$ cat src/shared/fald_pkg.sv
// constants, types and trap encodings for the alternate-space float load decoder
// assumes one core clock domain; issue side and memory side are synchronous to it
// Notes on behaviour
// - decode single, double, quad alternate opcode subfields
// - single word, double doubleword, quad quad-precision
// - space from immediate field or state register
// - address sum of sources or signed offset
// - space bit 7 zero means privileged access
// - single/double privileged space from user traps
// - single load needs four-byte aligned address
// - either float enable clear gives unit-off trap
// - double at 4 not 8 aligned traps
// - that trap only without vector prefix
// - quad always illegal, unit-off not checked
// - access error leaves float register unchanged
// - prefix source extension limits give illegal action
// - vector prefix needs destination extension bit2 clear
// - double with quad spaces: atomic physical 128-bit
// - lower half even register, upper half odd
// - atomic quad needs sixteen-byte aligned address
package fald_pkg;

  // instruction major field and opcode subfield values
  localparam logic [1:0] FALD_OP_MEM = 2'h3;
  localparam logic [5:0] FALD_SUB_SINGLE = 6'h30; // 11 0000
  localparam logic [5:0] FALD_SUB_DOUBLE = 6'h33; // 11 0011
  localparam logic [5:0] FALD_SUB_QUAD = 6'h32; // 11 0010

  // instruction field positions
  localparam int FALD_POS_OP = 30;
  localparam int FALD_POS_RD = 25;
  localparam int FALD_POS_SUB = 19;
  localparam int FALD_POS_RS1 = 14;
  localparam int FALD_POS_I = 13;
  localparam int FALD_POS_ASI = 5;
  localparam int FALD_POS_RS2 = 0;
  localparam int FALD_POS_SPACE_PRIV = 7;

  // address spaces of the atomic physical quad load
  localparam logic [7:0] FALD_QUAD_ATOMIC_PHYS_SPACE = 8'h34;
  localparam logic [7:0] FALD_QUAD_ATOMIC_PHYS_SPACE_LITTLE = 8'h3C;

  // alignment masks on the low address bits
  localparam logic [3:0] FALD_MASK_WORD = 4'h3;
  localparam logic [3:0] FALD_MASK_DWORD = 4'h7;
  localparam logic [3:0] FALD_MASK_QWORD = 4'hF;

  // access sizes sent to the memory path
  localparam logic [1:0] FALD_SIZE_WORD = 2'h0;
  localparam logic [1:0] FALD_SIZE_DWORD = 2'h1;
  localparam logic [1:0] FALD_SIZE_QWORD = 2'h2;

  // trap codes, listed from highest to lowest priority, except FALD_TRAP_MISALIGN wins over FALD_TRAP_DOUBLE_MISALIGN
  typedef enum logic [2:0] {
    FALD_TRAP_NONE,
    FALD_TRAP_ILLEGAL_INSTR,
    FALD_TRAP_UNIT_OFF,
    FALD_TRAP_ILLEGAL_ACTION,
    FALD_TRAP_PRIV_ACTION,
    FALD_TRAP_DOUBLE_MISALIGN,
    FALD_TRAP_MISALIGN,
    FALD_TRAP_ACCESS_ERROR
  } fald_trap_e;

  // decoder sequencing
  typedef enum logic [0:0] {
    FALD_ST_IDLE,
    FALD_ST_WAIT
  } fald_state_e;

endpackage : fald_pkg

$ cat src/rtl/fald_decode.sv
// decode, trap check and register write-back for float loads from alternate space
// assumes issue and memory path share sys_clk; one load is in flight at a time
//
// Implementation choices: the register offsets and the plain strobed port.
module fald_decode
  import fald_pkg::*;
#(
  parameter int ADDR_W = 64 // effective address width
)
(
  input wire logic sys_clk,
  input wire logic sys_rst,
  // issue side
  input wire logic issue_valid,
  input wire logic [31:0] issue_instr,
  input wire logic [ADDR_W-1:0] first_source_value,
  input wire logic [ADDR_W-1:0] second_source_value,
  input wire logic [7:0] space_state_reg,
  input wire logic supervisor_flag,
  input wire logic float_status_enable,
  input wire logic state_float_enable,
  input wire logic extension_prefix_valid,
  input wire logic extension_vector_bit,
  input wire logic [2:0] first_source_extension,
  input wire logic [2:0] second_source_extension,
  input wire logic [2:0] third_source_extension,
  input wire logic [2:0] destination_extension,
  output logic issue_ready,
  output logic trap_valid,
  output fald_trap_e trap_code,
  // memory side
  output logic mem_req_valid,
  output logic [ADDR_W-1:0] mem_req_addr,
  output logic [7:0] mem_req_space,
  output logic [1:0] mem_req_size,
  output logic mem_req_priv,
  output logic mem_req_phys,
  output logic mem_req_little,
  input wire logic mem_resp_valid,
  input wire logic mem_resp_error,
  input wire logic [63:0] mem_resp_low_data,
  input wire logic [63:0] mem_resp_high_data,
  // float register write-back, two ports for the even/odd pair
  output logic fpr_wr_en,
  output logic [7:0] fpr_wr_index,
  output logic [63:0] fpr_wr_data,
  output logic [1:0] fpr_wr_size,
  output logic fpr_wr2_en,
  output logic [7:0] fpr_wr2_index,
  output logic [63:0] fpr_wr2_data
);

  // all state of the block
  typedef struct packed {
    fald_state_e st; // sequencing state
    logic ready; // can take an issue
    logic trap_valid; // one-cycle trap report
    fald_trap_e trap_code; // reported trap
    logic req_valid; // one-cycle memory request
    logic [ADDR_W-1:0] req_addr; // effective address
    logic [7:0] req_space; // selected address space
    logic [1:0] req_size; // access size
    logic req_priv; // privileged access
    logic req_phys; // physically addressed
    logic req_little; // little-endian order
    logic [7:0] dest; // destination register number
    logic wr_en; // first write port strobe
    logic [7:0] wr_idx; // first write port index
    logic [63:0] wr_data; // first write port data
    logic wr2_en; // second write port strobe
    logic [7:0] wr2_idx; // second write port index
    logic [63:0] wr2_data; // second write port data
  } fald_state_s;

  fald_state_s s_q;
  fald_state_s s_d;

  // instruction fields
  logic [1:0] f_op;
  logic [5:0] f_sub;
  logic [4:0] f_rd;
  logic [4:0] f_rs1;
  logic [4:0] f_rs2;
  logic f_imm;
  logic [7:0] f_asi;
  logic [12:0] signed_offset_field;

  assign f_op = issue_instr[FALD_POS_OP +: 2];
  assign f_sub = issue_instr[FALD_POS_SUB +: 6];
  assign f_rd = issue_instr[FALD_POS_RD +: 5];
  assign f_rs1 = issue_instr[FALD_POS_RS1 +: 5];
  assign f_rs2 = issue_instr[FALD_POS_RS2 +: 5];
  assign f_imm = issue_instr[FALD_POS_I];
  assign f_asi = issue_instr[FALD_POS_ASI +: 8];
  assign signed_offset_field = issue_instr[12:0];

  // decoded kinds
  logic alt_single_float_load;
  logic alt_double_float_load;
  logic alt_quad_float_load;
  logic quad_atomic;
  logic [7:0] space;
  logic [ADDR_W-1:0] eff_addr;
  logic [3:0] low_addr;
  logic prefix_bad;
  logic unit_off;
  logic priv_space;

  always_comb
  begin
    // recognise each opcode subfield only under the memory major field
    alt_single_float_load = (f_op == FALD_OP_MEM) && (f_sub == FALD_SUB_SINGLE);
    alt_double_float_load = (f_op == FALD_OP_MEM) && (f_sub == FALD_SUB_DOUBLE);
    alt_quad_float_load = (f_op == FALD_OP_MEM) && (f_sub == FALD_SUB_QUAD);
    // space from the immediate field or from the state register
    space = f_imm ? space_state_reg : f_asi;
    // effective address, offset sign-extended to full width
    if (f_imm)
    begin
      eff_addr = first_source_value
               + {{(ADDR_W-13){signed_offset_field[12]}}, signed_offset_field};
    end
    else
    begin
      eff_addr = first_source_value + second_source_value;
    end
    low_addr = eff_addr[3:0];
    quad_atomic = alt_double_float_load
                && ((space == FALD_QUAD_ATOMIC_PHYS_SPACE)
                 || (space == FALD_QUAD_ATOMIC_PHYS_SPACE_LITTLE));
    // bit 7 clear marks a privileged space
    priv_space = ~space[FALD_POS_SPACE_PRIV];
    unit_off = ~float_status_enable | ~state_float_enable;
    // extension prefix limits on source and destination fields
    prefix_bad = extension_prefix_valid
               && ((first_source_extension > 3'h1)
                || (!f_imm && (second_source_extension > 3'h1))
                || (f_imm && (second_source_extension != 3'h0))
                || third_source_extension[2]);
    if (extension_prefix_valid && extension_vector_bit && destination_extension[2])
    begin
      prefix_bad = 1'b1;
    end
  end

  // trap selection by fixed priority: only the first hit is reported
  fald_trap_e trap_sel;

  always_comb
  begin
    trap_sel = FALD_TRAP_NONE;
    if (alt_quad_float_load)
    begin
      // not implemented: unit-off is deliberately not looked at here
      trap_sel = FALD_TRAP_ILLEGAL_INSTR;
    end
    else if (quad_atomic && f_rd[0])
    begin
      trap_sel = FALD_TRAP_ILLEGAL_INSTR; // odd pair base
    end
    else if (unit_off)
    begin
      trap_sel = FALD_TRAP_UNIT_OFF;
    end
    else if (prefix_bad || (quad_atomic && extension_prefix_valid && extension_vector_bit))
    begin
      trap_sel = FALD_TRAP_ILLEGAL_ACTION;
    end
    else if (!supervisor_flag && priv_space)
    begin
      trap_sel = FALD_TRAP_PRIV_ACTION;
    end
    else if (quad_atomic)
    begin
      if ((low_addr & FALD_MASK_QWORD) != 4'h0)
      begin
        trap_sel = FALD_TRAP_MISALIGN;
      end
    end
    else if (alt_double_float_load)
    begin
      if ((low_addr & FALD_MASK_WORD) != 4'h0)
      begin
        trap_sel = FALD_TRAP_MISALIGN;
      end
      else if (((low_addr & FALD_MASK_DWORD) != 4'h0)
            && (!extension_prefix_valid || !extension_vector_bit))
      begin
        trap_sel = FALD_TRAP_DOUBLE_MISALIGN;
      end
      else if ((low_addr & FALD_MASK_DWORD) != 4'h0)
      begin
        trap_sel = FALD_TRAP_MISALIGN; // vector double needs 8-byte alignment
      end
    end
    else if ((low_addr & FALD_MASK_WORD) != 4'h0)
    begin
      trap_sel = FALD_TRAP_MISALIGN;
    end
  end

  // next-state logic for the whole block
  always_comb
  begin
    s_d = s_q;
    // pulses last one cycle
    s_d.trap_valid = 1'b0;
    s_d.req_valid = 1'b0;
    s_d.wr_en = 1'b0;
    s_d.wr2_en = 1'b0;
    case (s_q.st)
      FALD_ST_IDLE:
      begin
        if (issue_valid && (alt_single_float_load || alt_double_float_load
                            || alt_quad_float_load))
        begin
          if (trap_sel != FALD_TRAP_NONE)
          begin
            // a trapping load never reaches memory nor the register file
            s_d.trap_valid = 1'b1;
            s_d.trap_code = trap_sel;
          end
          else
          begin
            s_d.req_valid = 1'b1;
            s_d.req_addr = eff_addr;
            s_d.req_space = space;
            s_d.req_priv = priv_space;
            s_d.req_phys = quad_atomic;
            s_d.req_little = quad_atomic && (space == FALD_QUAD_ATOMIC_PHYS_SPACE_LITTLE);
            if (quad_atomic)
            begin
              s_d.req_size = FALD_SIZE_QWORD;
            end
            else if (alt_double_float_load)
            begin
              s_d.req_size = FALD_SIZE_DWORD;
            end
            else
            begin
              s_d.req_size = FALD_SIZE_WORD;
            end
            s_d.dest = {destination_extension, f_rd};
            s_d.ready = 1'b0;
            s_d.st = FALD_ST_WAIT;
          end
        end
      end
      FALD_ST_WAIT:
      begin
        if (mem_resp_valid)
        begin
          s_d.ready = 1'b1;
          s_d.st = FALD_ST_IDLE;
          if (mem_resp_error)
          begin
            // destination left untouched on an access error
            s_d.trap_valid = 1'b1;
            s_d.trap_code = FALD_TRAP_ACCESS_ERROR;
          end
          else
          begin
            s_d.wr_en = 1'b1;
            s_d.wr_idx = s_q.dest;
            if (s_q.req_size == FALD_SIZE_WORD)
            begin
              s_d.wr_data = {32'h0000_0000, mem_resp_low_data[31:0]};
            end
            else
            begin
              s_d.wr_data = mem_resp_low_data;
            end
            if (s_q.req_size == FALD_SIZE_QWORD)
            begin
              // lower-addressed half to even, higher-addressed half to odd
              s_d.wr_idx = {s_q.dest[7:1], 1'b0};
              s_d.wr2_en = 1'b1;
              s_d.wr2_idx = {s_q.dest[7:1], 1'b1};
              s_d.wr2_data = mem_resp_high_data;
            end
          end
        end
      end
      default:
      begin
        s_d.st = FALD_ST_IDLE;
        s_d.ready = 1'b1;
      end
    endcase
  end

  // state register
  always_ff @(posedge sys_clk or posedge sys_rst)
  begin
    if (sys_rst)
    begin
      s_q <= '0;
      s_q.ready <= 1'b1;
    end
    else
    begin
      s_q <= s_d;
    end
  end

  // every output straight from the state register
  assign issue_ready = s_q.ready;
  assign trap_valid = s_q.trap_valid;
  assign trap_code = s_q.trap_code;
  assign mem_req_valid = s_q.req_valid;
  assign mem_req_addr = s_q.req_addr;
  assign mem_req_space = s_q.req_space;
  assign mem_req_size = s_q.req_size;
  assign mem_req_priv = s_q.req_priv;
  assign mem_req_phys = s_q.req_phys;
  assign mem_req_little = s_q.req_little;
  assign fpr_wr_en = s_q.wr_en;
  assign fpr_wr_index = s_q.wr_idx;
  assign fpr_wr_data = s_q.wr_data;
  assign fpr_wr_size = s_q.req_size;
  assign fpr_wr2_en = s_q.wr2_en;
  assign fpr_wr2_index = s_q.wr2_idx;
  assign fpr_wr2_data = s_q.wr2_data;

endmodule : fald_decode

$ cat config.mk
export PLATFORM = sky130hd
export DESIGN_NAME = fald_decode
export DESIGN_NICKNAME = d
export VERILOG_FILES = /design/src/shared/fald_pkg.sv /design/src/rtl/fald_decode.sv
export SDC_FILE = /design/constraint.sdc
export NUM_CORES = 1
export LEC_CHECK = 0
export BUFFER_PORTS_ARGS = -buffer_cell sky130_fd_sc_hd__buf_2
export CAP_MARGIN = 20
export CORE_AREA = 2 2 213 215
export CTS_BUF_LIST = sky130_fd_sc_hd__clkbuf_4 sky130_fd_sc_hd__clkbuf_8 sky130_fd_sc_hd__clkbuf_16
export CTS_CLUSTER_DIAMETER = 50
export CTS_CLUSTER_SIZE = 40
export DETAILED_ROUTE_END_ITERATION = 6
export DIE_AREA = 0 0 215 217
export PLACE_DENSITY = 0.54
export SYNTH_ARGS = -nofsm -noshare
export SYNTH_HDL_FRONTEND = slang
export SYNTH_SLANG_ARGS = --single-unit
$ cat constraint.sdc
create_clock -name sys_clk -period 19 [get_ports sys_clk]
set_input_delay 0.95 -clock sys_clk [delete_from_list [all_inputs] [get_ports sys_clk]]
set_output_delay 0.95 -clock sys_clk [all_outputs]
set_load 0.05 [all_outputs]
==> summary.md <==
| Metric | Value |
|---|---|
| Status | `finished, final reports clean` |
| Switch share | `~30%` |
| First-pass GRT wire length | `72900 um` |
| Max cap viols | `0` |
| Ports | `549` |
| Maximum VDD drop | `roughly 0.053 mV` |
| H-tree depth | `2` |
| Nets | `approximately 2400` |
| Slew @ Worst Pin | `~1.0 ns` |
| Yosys reg bits | `237` |
| Multi-input logic area | `slightly below 7000 sq um` |
| Initial antenna violation count | `14` |
| Die X | `approximately 220 um` |
| Net switching power | `around 0.44 mW` |
| WHS | `between 0.4 and 0.5 ns` |
| DR iter-0 viols | `about 800` |
| XOR/XNOR Fraction of Synth Area | `about 2.9%` |
| Synth top area share | `about two fifths` |
| CTS tree | `yes` |
| Setup TNS | `0 ns` |
| Layout cells sized above 1 | `between 30% and 40%` |
| Minimum clock period | `approximately 5.1 ns` |
| Filler Cells Inserted | `between 4000 and 5000` |
| Rows | `78` |
| Cell area after synthesis | `about 15000 sq um` |
| Setup-failing EPs final | `0` |
| Number of global-route vias before repair | `12700` |
| Grt met2 use | `a little over a third` |
| Pre-CTS WS | `~13 ns` |
| Clk pwr share | `between 40% and 50%` |
| Total global-route track usage | `20.0%` |
| Pint | `about 1.0 mW` |
| Synth async-reset ratio | `100%` |
| Clock transition at path regs | `roughly 0.050 ns` |
| Core ar. | `44700 sq um` |
| WP buf/inv | `5` |
| Die area | `46700 sq um` |
| Initial Util | `around 34%` |
| HP Class | `reg -> reg` |
| Pwr Total | `around 1.5 mW` |
| Syn. warnings | `0` |
| Simple-Gate Fraction of Synth Area | `roughly 14%` |
| Clock Latency Late Sink | `approximately 0.55 ns` |
| Syn-to-layout area delta | `18.8%` |
| CP Capture Type | `flip-flop` |
| WP data arrival | `5.50 ns` |
| Largest family of logic cells by synthesized area | `compound AO/OA/AOI/OAI gates` |
| Cell taking the most area after synthesis | `dfrtp_1` |
| Fmax achieved | `196 MHz` |
| Slew margin rel. | `between 30% and 40%` |
| Post-CTS Hold Fix Bufs | `0` |
| Slew Viols, Final | `0` |
| DP Wirelength | `between 30000 and 40000 um` |
| Via/cell ratio | `4.83` |
| Final Util | `~40%` |
| Setup bufs post-CTS | `0` |
| GR Util met3 | `between 6 and 7%` |
| Ratio of final minimum period to clock period | `a little over a quarter` |
| Post-synth EDFFs | `0` |
| Pwr/cell area | `roughly 83 nW/um^2` |
| Drc violations | `0` |
| Mean post-synth cell area | `just under 9 sq um` |
| Top FF cell, synth | `dfrtp_1` |
| CTS root buf | `clkbuf_16` |
| GRT overflow | `0` |
| Flop pwr share | `34.5%` |
| Slowest cell on crit path | `buf_4` |
| Syn nets | `roughly 2100` |
| Top post-synthesis cells by area | `dfrtp_1 39%, buf_4 11%, nand2_1 8.5%` |
| Final ANT Viol Nets | `0` |
| Worst-path cell chain | `buf_2, buf_4, or4bb_1, nor4_2, o21ba_2, nor3_1, o21bai_2, nand4b_4, buf_4, buf_4, inv_4, and3_1, a221o_1` |
| Cts repair resizes | `0` |
| Sequential Area | `slightly below 6000 sq um` |
| Num CTS Buffers | `36` |
| Leakage | `~9.8 nW` |
| Detailed Route WL | `47900 um` |
| Top delay family on crit path | `buffers and inverters` |
| RSZ-0062 raised after global routing | `false` |
| Grt met1 use | `a little under a quarter` |
| Placed insts | `around 2600` |
| WP data required | `slightly below 20 ns` |
| Number of buffers added on ports | `540` |
| Worst-path maximum fanout | `slightly above 80` |
| Compound-Gate Fraction of Synth Area | `between 10% and 20%` |
| Crit path launch type | `input port` |
| Vias | `12700` |
| Comb power frac | `17.9%` |
| Drt first pass iters | `5` |
| Post-DP Area | `between 15000 and 20000 sq um` |
| Post-route setup slack | `around 14 ns` |
| Adder-cell share of the synthesized area | `under 10%` |
| Synth Instances | `1713` |
| Register area share after synthesis | `39.4%` |
| Die outline height | `217 um` |
| Critical Path Max Stage Delay | `0.68 ns` |
| Post-synthesis mux area share | `6.81%` |
| Fin cells | `2633` |
| Fin area | `roughly 18000 sq um` |
| Kind of critical path | `in -> reg` |
| Final Wtd Congestion | `0.882` |
| Avg WL per Cell | `between 15 and 20 um` |
| # clock sinks | `around 240` |
| Most Frequent Cell on Critical Path | `buf_4` |
| Worst clock skew | `approximately 0.032 ns` |
| Largest net degree at the start of global routing | `114` |
| Final-report hold violation count | `0` |
| Synth unique cells | `78` |
| Busiest layer in global routing | `met2` |
| CTS Buffer Depth | `3` |
==> cells by family (layout without fill, tap and decap cells) <==
| kind of cell | after synthesis | count (layout) |
|---|---|---|
| AO/OA/AOI/OAI | 401 | 401 |
| adder cells (fa/ha/maj) | 64 | 64 |
| multiplexers | 92 | 92 |
| AND/OR/NAND/NOR | 484 | 484 |
| flip-flops | 237 | 237 |
| buffers and inverters | 385 | 698 |
| XOR/XNOR | 50 | 50 |
| other | 0 | 7 |
==> layout by cell type (no fill, tap or decap), types with 8 or more instances in the layout <==
cell	synthesis	final
and3_1	11	11
nand4_1	16	16
a31oi_1	11	11
o31ai_1	9	9
mux2i_1	8	8
nor3_1	16	16
a21o_1	27	27
a21oi_1	78	78
buf_4	225	9
xnor2_1	24	24
o21bai_1	9	9
dfrtp_1	236	236
clkbuf_16	0	37
o21a_1	9	9
ha_1	64	64
buf_2	15	540
xor2_1	26	26
nand3_1	18	18
o211ai_1	16	16
mux2_2	84	84
nor2_1	42	41
o21ai_0	164	164
o21ai_1	21	21
nand2_1	340	340
and2_1	12	12
inv_1	82	81
==> final timing paths <==
| check | start | slack (ns) | end | cells past startpoint |
|---|---|---|---|---|
| hold reg to reg | fpr_wr2_index[0] | 0.46 | fpr_wr2_index[0] | 1 |
| setup / recovery | issue_instr[13] | 13.90 | mem_req_addr[56] | 13 |
| max in group asynchronous | sys_rst | 16.28 | fpr_wr2_data[7] | 4 |
| setup reg to reg | s_q[237] | 15.79 | mem_req_addr[56] | 8 |
| hold / removal | fpr_wr2_index[0] | 0.46 | fpr_wr2_index[0] | 1 |
| min in group asynchronous | sys_rst | 0.59 | mem_req_space[6] | 2 |
==> cell usage after synthesis, types with 4 or more instances <==
cell / instances
nand2_1: 340
dfrtp_1: 236
buf_4: 225
o21ai_0: 164
mux2_2: 84
inv_1: 82
a21oi_1: 78
ha_1: 64
clkbuf_1: 58
nor2_1: 42
a21o_1: 27
xor2_1: 26
xnor2_1: 24
o21ai_1: 21
nand3_1: 18
nand4_1: 16
nor3_1: 16
o211ai_1: 16
buf_2: 15
and2_1: 12
a31oi_1: 11
and3_1: 11
o21a_1: 9
o21bai_1: 9
o31ai_1: 9
mux2i_1: 8
a211oi_1: 6
nand2b_1: 5
nor4_1: 5
a221oi_1: 4
o31a_1: 4
==> registers in the layout (all words and copies together) (netlist names), 2 cells and up <==
signal	cells
fpr_wr_data	64
fpr_wr_index	8
s_q	9
fpr_wr2_data	64
fpr_wr2_index	8
fpr_wr_size	2
trap_code	3
mem_req_space	8
mem_req_addr	64
==> layout make-up <==
| type | instances | share of cell area [%] |
|---|---|---|
| timing repair buffer | 549 | 15.5 |
| sequential | 237 | 33.2 |
| tap | 600 | 4.20 |
| inverter | 83 | 1.80 |
| clock buffer | 42 | 5.49 |
| multi-input combinational | 1091 | 38.1 |
| antenna | 7 | 0.0979 |
| clock inverter | 24 | 1.73 |
==> power by group through the flow <==
stage | combinational [mW] | sequential [mW] | clock [mW]
2_1_floorplan | 0.186 | 0.524 | 0
3_3_place_gp | 0.265 | 0.524 | 0
3_5_place_dp | 0.266 | 0.524 | 0
4_1_cts | 0.267 | 0.515 | 0.730
5_1_grt | 0.295 | 0.515 | 0.751
6_report | 0.266 | 0.515 | 0.709
==> routing by layer <==
layer | vias to the layer above | wire (um)
met5 | - | 23
met4 | 4 | 1540
met2 | 442 | 23700
li1 | 6201 | -
met3 | 88 | 3910
met1 | 5994 | 18700
Note: power is estimated with default switching activity, not from simulation.
